**config.mk**
```make
export PLATFORM = sky130hd
export DESIGN_NAME = dhi_host_if
export DESIGN_NICKNAME = d
export VERILOG_FILES = /design/src/hdl/dhi_host_if.v /design/src/hdl/dhi_buf2.v
export VERILOG_INCLUDE_DIRS = /design/src /design/src/hdl
export SDC_FILE = /design/constraint.sdc
export NUM_CORES = 1
export LEC_CHECK = 0
export ABC_CLOCK_PERIOD_IN_PS = 5600
export BUFFER_PORTS_ARGS = -buffer_cell sky130_fd_sc_hd__clkbuf_2
export CAP_MARGIN = 20
export CORE_ASPECT_RATIO = 0.6
export CORE_MARGIN = 3
export CORE_UTILIZATION = 50
export DETAILED_ROUTE_END_ITERATION = 8
export GPL_TIMING_DRIVEN = 0
export PLACE_DENSITY = 0.83
export SYNTH_ARGS = -nofsm -noshare
export SYNTH_HDL_FRONTEND = slang
export SYNTH_SLANG_ARGS = --single-unit
```
**constraint.sdc**
```tcl
create_clock -name ref_clk_i -period 5.6 [get_ports ref_clk_i]
set_input_delay 1.12 -clock ref_clk_i [delete_from_list [all_inputs] [get_ports ref_clk_i]]
set_output_delay 1.12 -clock ref_clk_i [all_outputs]
set_load 0.1 [all_outputs]
```
**src/hdl/dhi_regs.vh**
```
/*
 constants for the display host interface: mode codes, widths, sizes.
 assumes inclusion by the design files of the display host interface.
*/
`ifndef DHI_REGS_VH
`define DHI_REGS_VH
`define DHI_MODE_P8      3'h0
`define DHI_MODE_P16     3'h2
`define DHI_MODE_P9      3'h1
`define DHI_MODE_P18     3'h3
`define DHI_MODE_S3W     3'h5
`define DHI_MODE_S4W     3'h7
`define DHI_BUS_W        18
`define DHI_COLS         9'h140
`define DHI_ROWS         8'hF0
`define DHI_S3W_BITS     4'h9
`define DHI_S4W_BITS     4'h8
`define DHI_MASK_P8      18'h000FF
`define DHI_MASK_P9      18'h001FF
`define DHI_MASK_P16     18'h0FFFF
`define DHI_MASK_P18     18'h3FFFF
`define DHI_RD_WORD_RST  18'h00000
`endif

```
**src/hdl/dhi_host_if.v**
```verilog
/*
 host interface of a 320x240 colour panel: parallel command bus,
 3/4-wire serial link and, in the parallel modes only, rgb pixel port, decoded into a word stream.
 assumes host pins are asynchronous to ref_clk_i and the pixel clock
 and serial clock are slow enough to be sampled at 250 MHz.
*/
`timescale 1ns/1ns
`default_nettype none
`include "dhi_regs.vh"
module dhi_host_if (
  input  wire                   ref_clk_i,
  input  wire                   rstn_i,
  input  wire                   mode_sel_hi_i,
  input  wire                   mode_sel_mid_i,
  input  wire                   mode_sel_lo_i,
  input  wire                   cs_n_i,
  input  wire                   wr_n_i,
  input  wire                   rd_n_i,
  input  wire                   data_cmd_sel_i,
  input  wire                   serial_data_i,
  input  wire [`DHI_BUS_W-1:0]  host_data_bus_i,
  output wire [`DHI_BUS_W-1:0]  host_data_bus_o,
  output wire                   host_data_bus_oe_o,
  input  wire [`DHI_BUS_W-1:0]  rd_word_i,
  input  wire                   pixel_clk_i,
  input  wire                   pixel_de_i,
  input  wire                   frame_sync_i,
  input  wire                   line_sync_i,
  output wire [`DHI_BUS_W-1:0]  word_o,
  output wire                   word_is_data_o,
  output wire                   word_is_pixel_o,
  output wire                   word_valid_o,
  input  wire                   word_ready_i,
  output wire                   wr_ready_o,
  output wire [8:0]             pixel_col_o,
  output wire [7:0]             pixel_row_o,
  output wire [2:0]             mode_o
);
  localparam NSYNC = 10;
  reg  [NSYNC-1:0]       s1_ff;
  reg  [NSYNC-1:0]       s2_ff;
  reg  [NSYNC-1:0]       s3_ff;
  reg  [NSYNC-1:0]       q_ff;
  reg  [NSYNC-1:0]       qd_ff;
  reg  [`DHI_BUS_W-1:0]  b1_ff;
  reg  [`DHI_BUS_W-1:0]  b2_ff;
  reg  [2:0]             mode_ff;
  reg                    strap_ff;
  reg  [17:0]            sh_ff;
  reg  [3:0]             bits_ff;
  reg                    s_dc_ff;
  reg  [8:0]             col_ff;
  reg  [7:0]             row_ff;
  reg  [`DHI_BUS_W-1:0]  rdo_ff;
  reg                    oe_ff;
  reg  [`DHI_BUS_W-1:0]  mask;
  reg  [19:0]            in_word;
  reg                    in_valid;
  reg  [17:0]            nxt_sh;
  wire [NSYNC-1:0]       raw;
  wire                   cs_n, wr_n, rd_n, sclk, sdat, pclk, de, fs, ls;
  wire                   wr_rise, sclk_rise, pclk_rise, ls_rise, fs_rise;
  wire                   serial, s4w, in_ready;
  integer                k;

  assign raw = {line_sync_i, frame_sync_i, pixel_de_i, pixel_clk_i,
                serial_data_i, data_cmd_sel_i, rd_n_i, wr_n_i, cs_n_i,
                1'b0};
  assign cs_n = q_ff[1];
  assign wr_n = q_ff[2];
  assign rd_n = q_ff[3];
  assign sclk = q_ff[4];
  assign sdat = q_ff[5];
  assign pclk = q_ff[6];
  assign de   = q_ff[7];
  assign fs   = q_ff[8];
  assign ls   = q_ff[9];
  assign wr_rise   = wr_n & ~qd_ff[2];
  assign sclk_rise = sclk & ~qd_ff[4];
  assign pclk_rise = pclk & ~qd_ff[6];
  assign fs_rise   = fs & ~qd_ff[8];
  assign ls_rise   = ls & ~qd_ff[9];
  assign serial = mode_ff[2];
  assign s4w    = (mode_ff == `DHI_MODE_S4W);

  // three-stage sync, change accepted when stages two and three agree
  always @(posedge ref_clk_i or negedge rstn_i) begin
    if (!rstn_i) begin
      s1_ff <= {NSYNC{1'b1}};
      s2_ff <= {NSYNC{1'b1}};
      s3_ff <= {NSYNC{1'b1}};
      q_ff  <= {NSYNC{1'b1}};
      qd_ff <= {NSYNC{1'b1}};
      b1_ff <= {`DHI_BUS_W{1'b0}};
      b2_ff <= {`DHI_BUS_W{1'b0}};
    end else begin
      s1_ff <= raw;
      s2_ff <= s1_ff;
      s3_ff <= s2_ff;
      qd_ff <= q_ff;
      for (k = 0; k < NSYNC; k = k + 1) begin
        if (s2_ff[k] == s3_ff[k]) begin
          q_ff[k] <= s3_ff[k];
        end
      end
      b1_ff <= host_data_bus_i;
      b2_ff <= b1_ff;
    end
  end

  // straps caught once after reset release
  always @(posedge ref_clk_i or negedge rstn_i) begin
    if (!rstn_i) begin
      strap_ff <= 1'b0;
      mode_ff  <= `DHI_MODE_P8;
    end else if (!strap_ff) begin
      strap_ff <= 1'b1;
      mode_ff  <= {mode_sel_hi_i, mode_sel_mid_i, mode_sel_lo_i};
    end
  end

  always @* begin
    case (mode_ff)
      `DHI_MODE_P9:  mask = `DHI_MASK_P9;
      `DHI_MODE_P16: mask = `DHI_MASK_P16;
      `DHI_MODE_P18: mask = `DHI_MASK_P18;
      default:       mask = `DHI_MASK_P8;
    endcase
  end

  always @* begin
    nxt_sh = {sh_ff[16:0], sdat};
  end

  // word source mux: serial, pixel, parallel write
  always @* begin
    in_word  = 20'h00000;
    in_valid = 1'b0;
    if (serial) begin
      if (!cs_n && sclk_rise && strap_ff) begin
        if (s4w && bits_ff == `DHI_S4W_BITS - 4'h1) begin
          in_word  = {1'b0, q_ff[2], 10'h000, nxt_sh[7:0]};
          in_valid = 1'b1;
        end else if (!s4w && bits_ff == `DHI_S3W_BITS - 4'h1) begin
          in_word  = {1'b0, nxt_sh[8], 10'h000, nxt_sh[7:0]};
          in_valid = 1'b1;
        end
      end
    end else if (pclk_rise && de && strap_ff) begin
      in_word  = {1'b1, 1'b1, b2_ff & `DHI_MASK_P18};
      in_valid = 1'b1;
    end else if (!cs_n && wr_rise && strap_ff) begin
      in_word  = {1'b0, data_cmd_q(q_ff[4]), b2_ff & mask};
      in_valid = 1'b1;
    end
  end

  function data_cmd_q;
    input dc;
    begin
      data_cmd_q = dc;
    end
  endfunction

  // serial shifter and pixel position counters
  always @(posedge ref_clk_i or negedge rstn_i) begin
    if (!rstn_i) begin
      sh_ff   <= 18'h00000;
      bits_ff <= 4'h0;
      s_dc_ff <= 1'b0;
      col_ff  <= 9'h000;
      row_ff  <= 8'h00;
    end else begin
      if (!serial || cs_n) begin
        bits_ff <= 4'h0;
      end else if (sclk_rise) begin
        sh_ff <= nxt_sh;
        if ((s4w && bits_ff == `DHI_S4W_BITS - 4'h1) ||
            (!s4w && bits_ff == `DHI_S3W_BITS - 4'h1)) begin
          bits_ff <= 4'h0;
        end else begin
          bits_ff <= bits_ff + 4'h1;
        end
        s_dc_ff <= q_ff[2];
      end
      if (fs_rise) begin
        row_ff <= 8'h00;
        col_ff <= 9'h000;
      end else if (ls_rise) begin
        col_ff <= 9'h000;
        if (row_ff != `DHI_ROWS - 8'h01) begin
          row_ff <= row_ff + 8'h01;
        end
      end else if (pclk_rise && de && !serial) begin
        if (col_ff != `DHI_COLS - 9'h001) begin
          col_ff <= col_ff + 9'h001;
        end
      end
    end
  end

  // read path drives the bus while chip select and the read strobe are low in a parallel mode
  always @(posedge ref_clk_i or negedge rstn_i) begin
    if (!rstn_i) begin
      rdo_ff <= `DHI_RD_WORD_RST;
      oe_ff  <= 1'b0;
    end else begin
      oe_ff <= !serial && !cs_n && !rd_n && strap_ff;
      if (!rd_n && qd_ff[3]) begin
        rdo_ff <= rd_word_i & mask;
      end
    end
  end

  dhi_buf2 u_buf (
    .ref_clk_i   (ref_clk_i),
    .rstn_i      (rstn_i),
    .in_data_i   (in_word),
    .in_valid_i  (in_valid),
    .in_ready_o  (in_ready),
    .out_data_o  ({word_is_pixel_o, word_is_data_o, word_o}),
    .out_valid_o (word_valid_o),
    .out_ready_i (word_ready_i)
  );

  assign wr_ready_o         = in_ready;
  assign host_data_bus_o    = rdo_ff;
  assign host_data_bus_oe_o = oe_ff;
  assign pixel_col_o        = col_ff;
  assign pixel_row_o        = row_ff;
  assign mode_o             = mode_ff;
endmodule // dhi_host_if
`default_nettype wire

```
**src/hdl/dhi_buf2.v**
```verilog
/*
 two-entry buffer with valid and ready on both sides.
 assumes one clock and an active-low asynchronous reset.
*/
`timescale 1ns/1ns
`default_nettype none
module dhi_buf2 (
  input  wire        ref_clk_i,
  input  wire        rstn_i,
  input  wire [19:0] in_data_i,
  input  wire        in_valid_i,
  output wire        in_ready_o,
  output wire [19:0] out_data_o,
  output wire        out_valid_o,
  input  wire        out_ready_i
);
  reg  [19:0] mem_ff [0:1];
  reg         wp_ff;
  reg         rp_ff;
  reg  [1:0]  cnt_ff;
  reg  [19:0] out_ff;
  wire        push;
  wire        pop;

  assign in_ready_o  = (cnt_ff != 2'h2);
  assign out_valid_o = (cnt_ff != 2'h0);
  assign push        = in_valid_i & in_ready_o;
  assign pop         = out_valid_o & out_ready_i;
  assign out_data_o  = out_ff;

  always @(posedge ref_clk_i) begin
    if (push) begin
      mem_ff[wp_ff] <= in_data_i;
    end
  end

  // head word registered
  always @(posedge ref_clk_i or negedge rstn_i) begin
    if (!rstn_i) begin
      wp_ff  <= 1'b0;
      rp_ff  <= 1'b0;
      cnt_ff <= 2'h0;
      out_ff <= 20'h00000;
    end else begin
      if (push) begin
        wp_ff <= ~wp_ff;
      end
      if (pop) begin
        rp_ff <= ~rp_ff;
      end
      cnt_ff <= cnt_ff + {1'b0, push} - {1'b0, pop};
      if (pop && cnt_ff == 2'h2) begin
        out_ff <= mem_ff[~rp_ff];
      end else if (pop && push) begin
        out_ff <= in_data_i;
      end else if (!pop && push && cnt_ff == 2'h0) begin
        out_ff <= in_data_i;
      end
    end
  end
endmodule // dhi_buf2
`default_nettype wire

```
Yosys cells after proc, flatten, opt, wreduce, memory -nomap -nowiden
Memory sizes are Yosys's and may differ from the RTL's.
Index checks and enable logic that the tools add are counted.
{"block": "totals", "mem_count": 1, "ff_bits": 162, "wordCells": 134, "in_bits": 51, "ramBits": 40, "out_inout_bits": 61}
{"block": "op_classes", "eq_ne": 20, "addsub": 5, "muxes": 28, "bitwise_logic": 17, "reduce_logical": 35}
{"memory": "u_buf.mem_ff", "depth": 2, "word_bits": 20, "read_ports": 1, "rd_ports_with_merged_regs": 0, "write_ports": 1, "line": "dhi_buf2.v:17", "source": "reg [19:0] mem_ff [0:1];"}
{"cell": "two-way mux 20 bit", "n": 5}
{"cell": "two-way mux 19 bit", "n": 4}
{"cell": "case mux 18 bit (3 select lines)", "n": 1}
{"cell": "bitwise AND 18 bit", "n": 2}
{"cell": "two-way mux 9 bit", "n": 4}
{"cell": "two-way mux 8 bit", "n": 3}
{"cell": "logical AND 1 bit", "n": 17}
{"cell": "two-way mux 4 bit", "n": 3}
{"cell": "equality test 1 bit", "n": 10}
{"cell": "adder 9 x 1 -> 9 bit, second input constant", "n": 1}
{"cell": "inequality test 9 bit, second input constant", "n": 1}
{"cell": "nonzero test 3 bit", "n": 3}
{"cell": "adder 8 x 1 -> 8 bit, second input constant", "n": 1}
{"cell": "two-way mux 1 bit", "n": 8}
{"cell": "inequality test 8 bit, second input constant", "n": 1}
{"cell": "NOT 1 bit", "n": 8}
{"cell": "nonzero test 2 bit", "n": 4}
{"cell": "bitwise AND 1 bit", "n": 7}
{"cell": "equality test 3 x 2 -> 1 bit, second input constant", "n": 2}
{"cell": "AND reduction 2 bit", "n": 3}
{"cell": "zero test 1 bit", "n": 5}
{"cell": "adder 4 x 1 -> 4 bit, second input constant", "n": 1}
{"cell": "equality test 4 x 3 -> 1 bit, second input constant", "n": 1}
{"cell": "equality test 4 bit, second input constant", "n": 1}
{"cell": "8 further kinds", "n": 9}

Longest topological paths before layout
Gate-level depths: netlist (run 1).
{"block": "depth", "depth_word": 13, "ltp_mapped": 9, "mapped_depth_nobuf": 9}

By module
Synthesis (run 1) repeated with hierarchy kept, for this count alone.
{"block": "unflattened", "hier_cells": 494, "hier_area_um2": 7676.1}
{"module": "dhi_host_if", "instances": 1, "area_per_inst_um2": 4775.8, "seq_area_each_um2": 3305.7, "cells_each": 344}
{"module": "dhi_buf2", "instances": 1, "area_per_inst_um2": 2900.3, "seq_area_each_um2": 1801.7, "cells_each": 150}

Worst setup path after synthesis (run 1)
Ideal clock, no wire load.
{"block": "synth_path", "path_kind": "reg2reg", "from": "register mode_ff[2], in the netlist mode_o[2]", "to": "memory u_buf.mem_ff[0][0], enable pin", "required_ns": 5.201, "setup_slack_ns": 2.203, "period_less_slack_ns": 3.397, "t_arrival_ns": 2.998, "n_path_buf": 1, "setup_ns": 0.399, "path_stages_with_launch": 7, "cell_sequence": "dfrtp_1 > buf_2 > nand3_2 > mux2_4 > o21ai_1 > and2_1 > nor2b_1"}
{"block": "synth_via", "elab_chain_len": 10, "word_cells_on_any_way": 11, "cone_classes": "eq/ne (1); mux (6); bitwise (1); reduce/logical (3)"}
{"element": "start, declared", "line": "dhi_host_if.v:47", "source": "reg [2:0] mode_ff;"}
{"element": "start signal, assigned", "line": "dhi_host_if.v:115", "source": "mode_ff <= `DHI_MODE_P8;"}
{"element": "start signal, assigned", "line": "dhi_host_if.v:118", "source": "mode_ff <= {mode_sel_hi_i, mode_sel_mid_i, mode_sel_lo_i};"}
{"element": "equality test 3 bit (no source line)"}
{"element": "zero test 1 bit", "line": "dhi_host_if.v:144", "source": "end else if (!s4w && bits_ff == `DHI_S3W_BITS - 4'h1) begin"}
{"element": "logical AND 1 bit", "line": "dhi_host_if.v:144"}
{"element": "two-way mux 1 bit", "line": "dhi_host_if.v:144"}
{"element": "two-way mux 1 bit", "line": "dhi_host_if.v:141", "source": "if (s4w && bits_ff == `DHI_S4W_BITS - 4'h1) begin"}
{"element": "two-way mux 1 bit", "line": "dhi_host_if.v:140", "source": "if (!cs_n && sclk_rise && strap_ff) begin"}
{"element": "two-way mux 1 bit *", "line": "dhi_host_if.v:139", "source": "if (serial) begin"}
{"element": "bitwise AND 1 bit *", "line": "dhi_buf2.v:27", "source": "assign push = in_valid_i & in_ready_o;"}
{"element": "two-way mux 1 bit *", "line": "dhi_buf2.v:32", "source": "if (push) begin"}
{"element": "two-way mux 1 bit (implied by the code) *", "line": "dhi_buf2.v:33", "source": "mem_ff[wp_ff] <= in_data_i;"}
{"element": "end, declared", "line": "dhi_buf2.v:17"}
Every way passes the cells marked *; elsewhere a longest branch is shown, timed or not.

Worst setup path in the final report (run 1)
{"block": "layout_path", "from": "register u_buf.cnt_ff[1]", "to": "output port word_valid_o"}
{"block": "layout_via", "elab_chain_len": 1}
{"element": "start, declared", "line": "dhi_buf2.v:20", "source": "reg [1:0] cnt_ff;"}
{"element": "start signal, assigned", "line": "dhi_buf2.v:51", "source": "cnt_ff <= cnt_ff + {1'b0, push} - {1'b0, pop};"}
{"element": "nonzero test 2 bit", "line": "dhi_buf2.v:26", "source": "assign out_valid_o = (cnt_ff != 2'h0);"}
{"element": "end, declared", "line": "dhi_host_if.v:32", "source": "output wire word_valid_o,"}
No other way between the ends.

==> flow_metrics.tcl, run 1 <==
set metrics [dict create \
    status "complete, no violations" \
    yosysSeqAreaShare 0.690 \
    min_period_ns 2.65 \
    synth_edf_count 40 \
    cts_buffers 17 \
    synth.area.top_cells "dfrtp_1 (38%), edfxtp_1 (16%), dfstp_2 (15%), mux2i_1 (5.0%), mux2_2 (3.5%)" \
    cts_setup_buffers 0 \
    htreeDepth 4 \
    ys_types 52 \
    ys_warn_count 0 \
    startpoint_type "flip-flop" \
    cts_tree "done" \
    clock_sinks 194 \
    placement_rows 33 \
    grt-ovfl-total 0 \
    seqCellArea_mm2 0.00511 \
    antenna_cells 0 \
    synthXorXnorAreaFrac 0.0225 \
    drive_above_1_share 0.338 \
    hp-class "reg -> reg" \
    syn_nets 575 \
    final_util 0.628 \
    die_x_um 163 \
    tightest_slew_ns 1.02 \
    drt_wl_total_um 14400 \
    max_freq_mhz 377 \
    final_nets 707 \
    synth_top_family_by_area "multiplexers" \
    synth_fa_ha_area_frac 0.0223 \
    p_leak_nw 3.98 \
    antenna_found_initial 0 \
    die_y_um 100 \
    synth_mux_area_frac 0.0912 \
    synthCells 518 \
    detail_route.wl_per_cell_um 16.8 \
    dieArea_mm2 0.0163 \
    nFillCells 1043 \
    initial_utilization 0.527 \
    critPathCaptureType "output port" \
    synth-main-ff-cell "dfrtp_1" \
    synthArstFlopShare 0.794 \
    dr.pass1.iters 5 \
    clkLatencyLatePin_ns 0.42 \
    holdBufCountCts 0 \
    crit_arrival_ns 1.53 \
    cp_data_required_time_ns 4.48 \
    cts_resized 0 \
    avgViaCountPerCell 5.38 \
    grt_pass1_vias 4652 \
    synth_simple_gate_area_share 0.0890 \
    syn_area_per_cell_um2 14.3 \
    clock-skew-final_ns 0.0123 \
    area_growth_pct 19.2 \
    hpwl_um 10000 \
    timing.setup.tns_ns 0 \
    yosys.area.top_type_share 0.379 \
    io_buffers 111 \
    dr_total_vias 4601 \
    ios 112 \
    slew_violations 0 \
    synth_top_area_cell "dfrtp_1" \
    core-area_mm2 0.0140 \
    cts_root_buf "clkbuf_16" \
    cts_buffer_depth 2 \
    criticalPathCategory "reg -> out" \
    grt_usage 0.182 \
    power.density_mw_per_mm2 495 \
    mappedNetlistArea_mm2 0.00740 \
    clkSlewWorstSetupHoldPaths_ns 0.07 \
    min_period_over_period 0.473 \
    maxCapViolCount 0 \
    drtIter0Drc 379 \
    multi_input_area_mm2 0.00210 \
    max_slew_margin 0.320 \
    gp_congestion 0.839 \
    grt_pass1_wl_um 23400 \
    crit_fanout 5 \
    synth-compound-area-share 0.0580 \
    rsz0062_at_grt "no" \
    ant_nets 0 \
    report.final.setup_viol 0 \
    grt_max_degree 121 \
    drc 0 \
    peakVddDrop_uv 358 \
    finalHoldViolations 0 \
    synth_seq_cells 194 \
]
[final timing paths]
| check | startpoint | end | slack, ns | depth (start not counted) |
|---|---|---|---|---|
| setup / recovery | u_buf.cnt_ff[1] | word_valid_o | 2.95 | 3 |
| hold / removal | b1_ff[17] | b2_ff[17] | 0.35 | 0 |
| setup reg to reg | mode_o[2] | u_buf.mem_ff[0][18] | 2.99 | 7 |
| hold reg to reg | b1_ff[17] | b2_ff[17] | 0.35 | 0 |
| max in group asynchronous | rstn_i | b2_ff[7] | 4.15 | 2 |
| min in group asynchronous | rstn_i | u_buf.out_data_o[11] | 0.59 | 1 |
[worst max-delay path: stages, from the launching register on]
cell	delay [ns]
dfrtp_1	0.44
inv_1	0.11
nand2_1	0.10
clkbuf_2	0.46
[Yosys cell counts, types with 2 or more instances]
cell and number:
dfrtp_1 112, dfstp_2 42, edfxtp_1 40, mux2i_1 37, nor2_1 37, inv_1 26
mux2_2 23, a22o_1 15, and2_1 15, nand2_1 15, xor2_1 14, and3_1 11
nand3_1 10, a31oi_1 9, clkbuf_1 9, maj3_1 9, nand4_1 9, a311oi_1 8
o21ai_0 8, ha_1 6, a21oi_1 5, xnor2_1 5, buf_1 4, buf_2 4
nand4b_1 4, nor2b_1 4, nor3b_1 4, mux2_4 3, nand2b_1 3, buf_4 2
nand3b_1 2, nor3_1 2, o21ai_1 2
[metal layers]
metal,track usage,part of all wire
met5,0,0
met3,0.0515,0.067
met2,0.276,0.46
met1,0.257,0.46
met4,0.0604,0.015
[where the power goes]
group          total [W]  switching, W  internal [W]
clock            0.00116      0.000562      0.000595
combinational    0.00145       0.00113      0.000312
sequential       0.00176      0.000123       0.00164
total            0.00436       0.00182       0.00254
[area by class of cell]
class	instances	share of cell area
plain buffers	20	0.0108
clock buffers	18	0.0487
clock inverters	14	0.0165
inverters	26	0.0111
multi-input cells	278	0.238
flip-flops and latches	194	0.579
well taps	192	0.0272
repair buffers	113	0.0688
[cell usage in the layout, fill, tap and decap left out, types with 6 or more instances in the layout]
cell and n:
ha_1 6, maj3_1 9, o21ai_0 8, nor2_1 37
nand4_1 9, clkbuf_2 110, mux2i_1 37, a311oi_1 8
nand2_1 15, dfrtp_1 112, edfxtp_1 40, dfstp_2 42
clkbuf_1 10, nand3_1 10, inv_1 26, xor2_1 14
a22o_1 15, and2_1 15, and3_1 11, a31oi_1 9
mux2_2 23, clkbuf_16 17
[per-stage QoR]
step                total power, W  hold WS [ns]  instances  instance area, µm²  worst slack (ns)
finish                     0.00436         0.351        855                8820              2.95
global route               0.00454         0.356        855                8820              2.83
CTS                        0.00440         0.352        855                8820              2.94
detailed placement         0.00323         0.335        823                8250              2.84
global placement           0.00318         0.331        821                8190              1.07
floorplan                  0.00293         0.331        518                7400              2.20
[registers in the layout, summed over array words and instances (netlist names), 2 cells and up]
signal / cells
u_buf.mem_ff: 40
u_buf.out_data_o: 20
b1_ff: 18
b2_ff: 18
host_data_bus_o: 18
pixel_col_o: 9
q_ff: 9
s1_ff: 9
s2_ff: 9
s3_ff: 9
pixel_row_o: 8
sh_ff: 8
qd_ff: 6
bits_ff: 4
mode_o: 3
u_buf.cnt_ff: 2
[kinds of logic (layout without fill, tap and decap cells)]
family	count (synthesis)	in the layout
simple gates	122	122
buf+inv	46	191
mux	63	63
other cells	1	1
flops	194	194
fa+ha+maj	15	15
compound gates	58	58
xor+xnor	19	19
(Power assumes the default switching activity.)
==> run 2: changes to the inputs <==
ABC_AREA = 1   (was default)
ABC_CLOCK_PERIOD_IN_PS = 2130   (was 5600)
PLACE_DENSITY = 0.86   (was 0.83)
clock period = 2.13 ns   (was 5.6 ns; I/O delays follow)
==> run 2 against run 1 <==
Count of clock-buffer cells in the layout did not move; worst setup slack got worse by 2.8 ns; clock power rose to 2.8 times the previous value; synthesized cell count rose by 35%; utilization fell by 0.65 points; combinational power rose to 2.7 times the previous value; sequential power rose to 2.7 times the previous value; register-to-register slack got worse by 2.9 ns; clock skew fell by 0.0014 ns; final area rose by 2.9%; cell count rose by 22%; via count rose by 14%; critical endpoint is now wr_ready_o; largest power group unchanged; highest routed layer is now met5.
==> flow_metrics.tcl, run 2 <==
set metrics [dict create \
    placement_rows 34 \
    syn_nets 755 \
    regMostFlops "u_buf.mem_ff" \
    grt_usage 0.200 \
    layout_commonest_cell "nand2_1" \
    synthTopCellsByCount "nand2_1 (230), dfrtp_1 (112), inv_1 (53), nor2_1 (45), dfstp_2 (42)" \
    hp-class "in -> reg" \
    multi_input_area_mm2 0.00218 \
    cts_root_buf "clkbuf_16" \
    yosysSeqAreaShare 0.679 \
    clock_sinks 194 \
    ios 112 \
    grt_max_degree 93 \
    syn_area_per_cell_um2 10.8 \
    peakVddDrop_uv 998 \
    yosysMostFrequentCell "nand2_1" \
    dp.cells 1008 \
    nFillCells 1150 \
    min_period_over_period 0.950 \
    ys_warn_count 0 \
    core-area_mm2 0.0146 \
    largest_reg_flops 40 \
    drt_wl_total_um 15700 \
    tightest_slew_ns 0.728 \
    ant_nets 0 \
    criticalPathCategory "reg -> out" \
    power_w 0.0118 \
    report.final.setup_viol 0 \
    crit_fanout 4 \
    slew_violations 0 \
    drive_above_1_share 0.295 \
    synth_seq_cells 194 \
    io_buffers 111 \
    ys_types 38 \
    cts_buffers 17 \
    synth_top_area_cell "dfrtp_1" \
    detail_route.wl_per_cell_um 15.0 \
    die_x_um 164 \
    cts_buffer_depth 2 \
    drc 0 \
    antenna_cells 0 \
    fin_cells 1043 \
    critPathCaptureType "output port" \
    hpwl_um 10700 \
    grt_pass1_vias 5271 \
    clkLatencyLatePin_ns 0.42 \
    gp_congestion 0.879 \
    yosys.area.top_type_share 0.372 \
    avgViaCountPerCell 5.05 \
    max_freq_mhz 494 \
    most-common-layout-cells "nand2_1 (228), clkbuf_2 (110), dfrtp_1 (105)" \
    power.density_mw_per_mm2 1300 \
    crit_arrival_ns 1.60 \
    area_growth_pct 20.6 \
    initial_utilization 0.516 \
    antenna_found_initial 1 \
    synth.area.top_cells "dfrtp_1 (37%), edfxtp_1 (16%), dfstp_2 (15%), nand2_1 (11%), mux2_2 (2.8%)" \
    startpoint_type "flip-flop" \
    maxCapViolCount 0 \
    max_slew_margin 0.515 \
    final_nets 889 \
    die_y_um 101 \
    min_period_ns 2.02 \
    dr.pass1.iters 5 \
    status "complete, no violations" \
    dr_total_vias 5268 \
    grt-ovfl-total 0 \
    grt_pass1_wl_um 25900 \
    htreeDepth 4 \
    clock-skew-final_ns 0.0109 \
    synth_edf_count 40 \
    finalHoldViolations 0 \
    cts_tree "done" \
    p_leak_nw 4.32 \
    rsz0062_at_grt "no" \
    seqCellArea_mm2 0.00512 \
    drtIter0Drc 421 \
    synthArstFlopShare 0.794 \
    mappedNetlistArea_mm2 0.00752 \
    synth-main-ff-cell "dfrtp_1" \
    synthCells 698 \
    dieArea_mm2 0.0166 \
    clkSlewWorstSetupHoldPaths_ns 0.08 \
    cp_data_required_time_ns 1.70 \
]
## run 2: cell families after synthesis
group / Yosys count / share of synthesized area
xor+xnor: 10 / 0.0116
flops: 194 / 0.679
buf+inv: 75 / 0.0401
mux: 20 / 0.0298
compound gates: 47 / 0.0351
other cells: 1 / 0.000498
simple gates: 336 / 0.182
fa+ha+maj: 15 / 0.0219
## run 2: report_power, final
| part | switching (W) | internal [W] | total (W) | leakage (nW) |
|---|---|---|---|---|
| clock | 0.00153 | 0.00166 | 0.00319 | 0.299 |
| sequential | 0.000319 | 0.00439 | 0.00471 | 2.24 |
| combinational | 0.00316 | 0.000757 | 0.00392 | 1.78 |
| total | 0.00501 | 0.00681 | 0.0118 | 4.32 |
## run 2: path summary, 6_finish.rpt
kind                                 startpoint            endpoint  slack, ns  depth (start not counted)
worst max-delay path            u_buf.cnt_ff[1]          wr_ready_o       0.11                          4
worst min-delay path                line_sync_i            s1_ff[9]       0.08                          1
worst max register to register        mode_o[2]     u_buf.cnt_ff[1]       0.13                         10
worst min register to register         b1_ff[8]            b2_ff[8]       0.35                          0
max in group asynchronous                rstn_i           mode_o[2]       0.74                          3
min in group asynchronous                rstn_i  host_data_bus_o[3]       0.55                          2
## run 2: worst max-delay path, stage by stage, from the launching register on
cell and delay, ns:
dfrtp_1 0.37, inv_1 0.08, nor2_1 0.22, clkinvlp_4 0.23, buf_4 0.28
## run 2: final cells by class
cell class / count / share of cell area
multi-input combinational: 431 / 0.241
clock inverter: 14 / 0.0171
inverter: 59 / 0.0254
buffer: 15 / 0.00827
tap: 198 / 0.0273
clock buffer: 18 / 0.0496
timing repair buffer: 114 / 0.0674
sequential: 194 / 0.564
## run 2: stage by stage
stage / hold slack, ns / TNS [ns] / instance area [µm²] / setup WS (ns) / util
3_5_place_dp: 0.335 / -7.75 / 8400 / -0.203 / 0.576
5_1_grt: 0.0533 / 0 / 9070 / 0.00691 / 0.622
6_report: 0.0763 / 0 / 9070 / 0.107 / 0.622
2_1_floorplan: 0.130 / 0 / 7560 / 0.00394 / -
3_3_place_gp: 0.333 / -254.74 / 8360 / -2.44 / 0.573
4_1_cts: 0.0584 / 0 / 9060 / 0.0298 / 0.621
## run 2: what timing repair did
action / 4_1_cts / 5_1_grt
hold endpoints to repair: 5 / 0
setup buffers: 1 / 0
hold buffers: 1 / 0
pin swaps: 3 / 1
resized for setup: 7 / 9
cloned: 2 / 0
endpoints found under the setup margin: 45 / 12
## run 2: routing by layer
layer,vias up,GRT usage,wire (µm)
li1,2512,-,-
met1,2541,0.280,7200
met4,2,0.0657,227
met3,20,0.0587,1250
met2,193,0.304,7010
met5,-,0,13
==> run 3: changes to the inputs <==
CTS_CLUSTER_SIZE = 14   (was default)
PLACE_DENSITY = 0.71   (was 0.86)
SYNTH_HIERARCHICAL = 1   (was default)
==> run 3 against run 2 <==
The run now ends with setup timing left; first-iteration DRC count rose by 7.8%; routed wire length rose by 8.2%; final area rose by 9.0%; clock skew rose by 0.0047 ns; combinational power fell by 5%; synthesized cell count rose by 16%; sequential power fell by 4%; utilization rose by 3.9 points; largest cell class unchanged; highest routed layer is now met4.
==> flow_metrics.tcl, run 3 <==
set metrics [dict create \
    status "finished with violations" \
    violations "setup timing" \
    peakVddDrop_uv 1160 \
    ys_warn_count 6 \
    clkLatencyLatePin_ns 0.42 \
    hp-class "in -> reg" \
    min_period_ns 2.19 \
    ys_types 37 \
    pwr-share-clk 0.273 \
    final.setup.worst_slack_ns -0.0624 \
    largest_reg_flops 40 \
    p_leak_nw 4.91 \
    power.density_mw_per_mm2 1150 \
    slew_violations 0 \
    regMostFlops "u_buf/mem_ff" \
    htreeDepth 4 \
    max_slew_margin 0.531 \
    final_nets 1026 \
    cts_buffer_depth 2 \
    synthCells 807 \
    hpwl_um 10800 \
    switching_share 0.413 \
    yosys.area.top_type_share 0.354 \
    cts_tree "done" \
    clock_sinks 194 \
    cp_slowest_stage_delay_ns 0.49 \
    drive_above_1_share 0.300 \
    most-common-layout-cells "nand2_1 (276), clkbuf_2 (110), dfrtp_1 (109)" \
    startpoint_type "flip-flop" \
    crit_arrival_ns 2.55 \
    synth_top_area_cell "dfrtp_1" \
    dpl_cell_area_mm2 0.00882 \
    synth.area.top_cells "dfrtp_1 (35%), edfxtp_1 (15%), dfstp_2 (14%), nand2_1 (14%), inv_1 (5.1%)" \
    syn_nets 866 \
    r2r-start "mode_o[2]" \
    placement_rows 34 \
    power_w 0.0114 \
    dp.cells 1117 \
    gp_congestion 0.812 \
    critPathCaptureType "flip-flop" \
    max_freq_mhz 456 \
    worst-path-buf-inv 3 \
    synth_seq_cells 194 \
    fin_cells 1178 \
    cts_buffers 17 \
    grt_max_degree 99 \
    min_period_over_period 1.03 \
    drtIter0Drc 454 \
    dieArea_mm2 0.0174 \
    drc 0 \
    clock-skew-final_ns 0.0155 \
    syn_area_per_cell_um2 9.82 \
    p_int_w 0.00668 \
    synth_edf_count 40 \
    antenna_cells 0 \
    die_y_um 103 \
    design_area_mm2 0.00989 \
    grt-ovfl-total 0 \
    crit_path_cell_trace "buf_12 > nand3_4 > nand4_1 > o31ai_4 > nand2_2 > nand2_2 > nand2_4 > inv_4 > ha_4 > nand2_4 > nand3_4 > buf_6 > nand3_2 > nand2_1" \
    ant_nets 0 \
    antenna_found_initial 0 \
    p_comb_frac 0.329 \
    seqPwrFrac 0.398 \
    rsz0062_at_grt "yes" \
    cp_slowest_cell "dfrtp_4" \
    min_from "data_cmd_sel_i" \
    ios 112 \
    synthTopCellsByCount "nand2_1 (286), dfrtp_1 (112), inv_1 (107), nand3_1 (59), dfstp_2 (42)" \
    place_ws_ns -0.294 \
    nFillCells 1212 \
    avgViaCountPerCell 4.87 \
    dr_total_vias 5738 \
    dr.pass1.iters 5 \
    criticalPathCategory "reg -> reg" \
    synth-main-ff-cell "dfrtp_1" \
    mappedNetlistArea_mm2 0.00792 \
    die_x_um 168 \
    timing.setup.tns_ns -0.770 \
    core-area_mm2 0.0150 \
    cp_data_required_time_ns 2.49 \
    detail_route.wl_per_cell_um 14.4 \
    layout_commonest_cell "nand2_1" \
    drt_wl_total_um 17000 \
    maxCapViolCount 0 \
    crit_fanout 8 \
    initial_utilization 0.529 \
    yosysMostFrequentCell "nand2_1" \
    tightest_slew_ns 0.699 \
    area_growth_pct 24.8 \
    synthArstFlopShare 0.794 \
    yosysSeqAreaShare 0.645 \
    clkSlewWorstSetupHoldPaths_ns 0.08 \
    cts_root_buf "clkbuf_16" \
    io_buffers 111 \
    crit_family "simple AND/OR/NAND/NOR gates" \
    report.final.setup_viol 20 \
    cp-startpoint "mode_o[2]" \
    finalHoldViolations 0 \
    grt_pass1_wl_um 27900 \
    grt_usage 0.204 \
    grt_pass1_vias 5477 \
    p_switching_w 0.00470 \
]
-- run 3: cell types whose count changed in the layout (fill, tap and decap cells not counted), sizes merged, moves of 3 or more --
cell / delta
buf: +35
o21ai: -14
nand3: +22
nand4: +24
nor2: -6
mux2: -19
inv: +52
clkinv: -4
nor3: -4
nand2: +54
xor2: -3
-- run 3: power groups by stage --
stage	Combinational (W)	Sequential [W]	Clock (W)
after detailed placement	0.00344	0.00458	0
after global routing	0.00400	0.00459	0.00335
final	0.00374	0.00453	0.00311
after global placement	0.00339	0.00458	0
after floorplan	0.00123	0.00607	0
after CTS	0.00355	0.00453	0.00317
-- run 3: metrics by stage --
step | utilization | hold WS (ns)
2_1_floorplan | - | 0.130
3_3_place_gp | 0.587 | 0.333
3_5_place_dp | 0.589 | 0.335
4_1_cts | 0.645 | 0.0565
5_1_grt | 0.660 | 0.0569
6_report | 0.660 | 0.0723
-- run 3: timing repair --
action | 4_1_cts | 5_1_grt
gates cloned | 3 | 1
buffers inserted | 16 | 8
endpoints found under the hold margin | 47 | 0
endpoints found under the setup margin | 63 | 60
resized for setup | 20 | 32
pin swaps | 10 | 12
hold buffers | 1 | 0
-- run 3: layout make-up --
cell class              count  area, µm²  area share
flip-flops and latches    194       5110       0.517
clock buffers              20        468      0.0473
multi-input cells         482       2520       0.255
repair buffers            139        843      0.0853
clock inverters            12        111      0.0113
inverters                 109        414      0.0419
well taps                 198        248      0.0251
plain buffers              24        170      0.0172
-- run 3: worst reg2reg max path: stages (launching register included) --
cell	delay (ns)
dfrtp_4	0.49
buf_12	0.15
nand3_4	0.10
nand4_1	0.18
o31ai_4	0.14
nand2_2	0.11
nand2_2	0.11
nand2_4	0.08
inv_4	0.09
ha_4	0.14
nand2_4	0.07
nand3_4	0.16
buf_6	0.15
nand3_2	0.08
nand2_1	0.09
-- run 3: layer usage --
layer	global-route usage	up-vias	routed length, µm
met5	0	-	0
met4	0.0490	0	130
met3	0.0471	14	1160
met2	0.299	179	7290
met1	0.311	2689	8410
li1	-	2856	-
-- run 3: cells by family after synthesis --
logic type / count (synthesis) / synth area share
simple gates: 426 / 0.232
flops: 194 / 0.645
buf+inv: 133 / 0.0690
compound gates: 31 / 0.0246
fa+ha+maj: 17 / 0.0240
xor+xnor: 5 / 0.00553
other cells: 1 / 0.000473
-- run 3: final timing paths --
path / endpoint / slack, ns / depth (start not counted)
min: s1_ff[4] / 0.07 / 1
min reg2reg: b2_ff[12] / 0.35 / 0
max in group asynchronous: q_ff[1] / 0.77 / 3
min in group asynchronous: b2_ff[0] / 0.52 / 2
max reg2reg: u_buf/out_data_o[16] / -0.06 / 14
max: u_buf/out_data_o[16] / -0.06 / 14
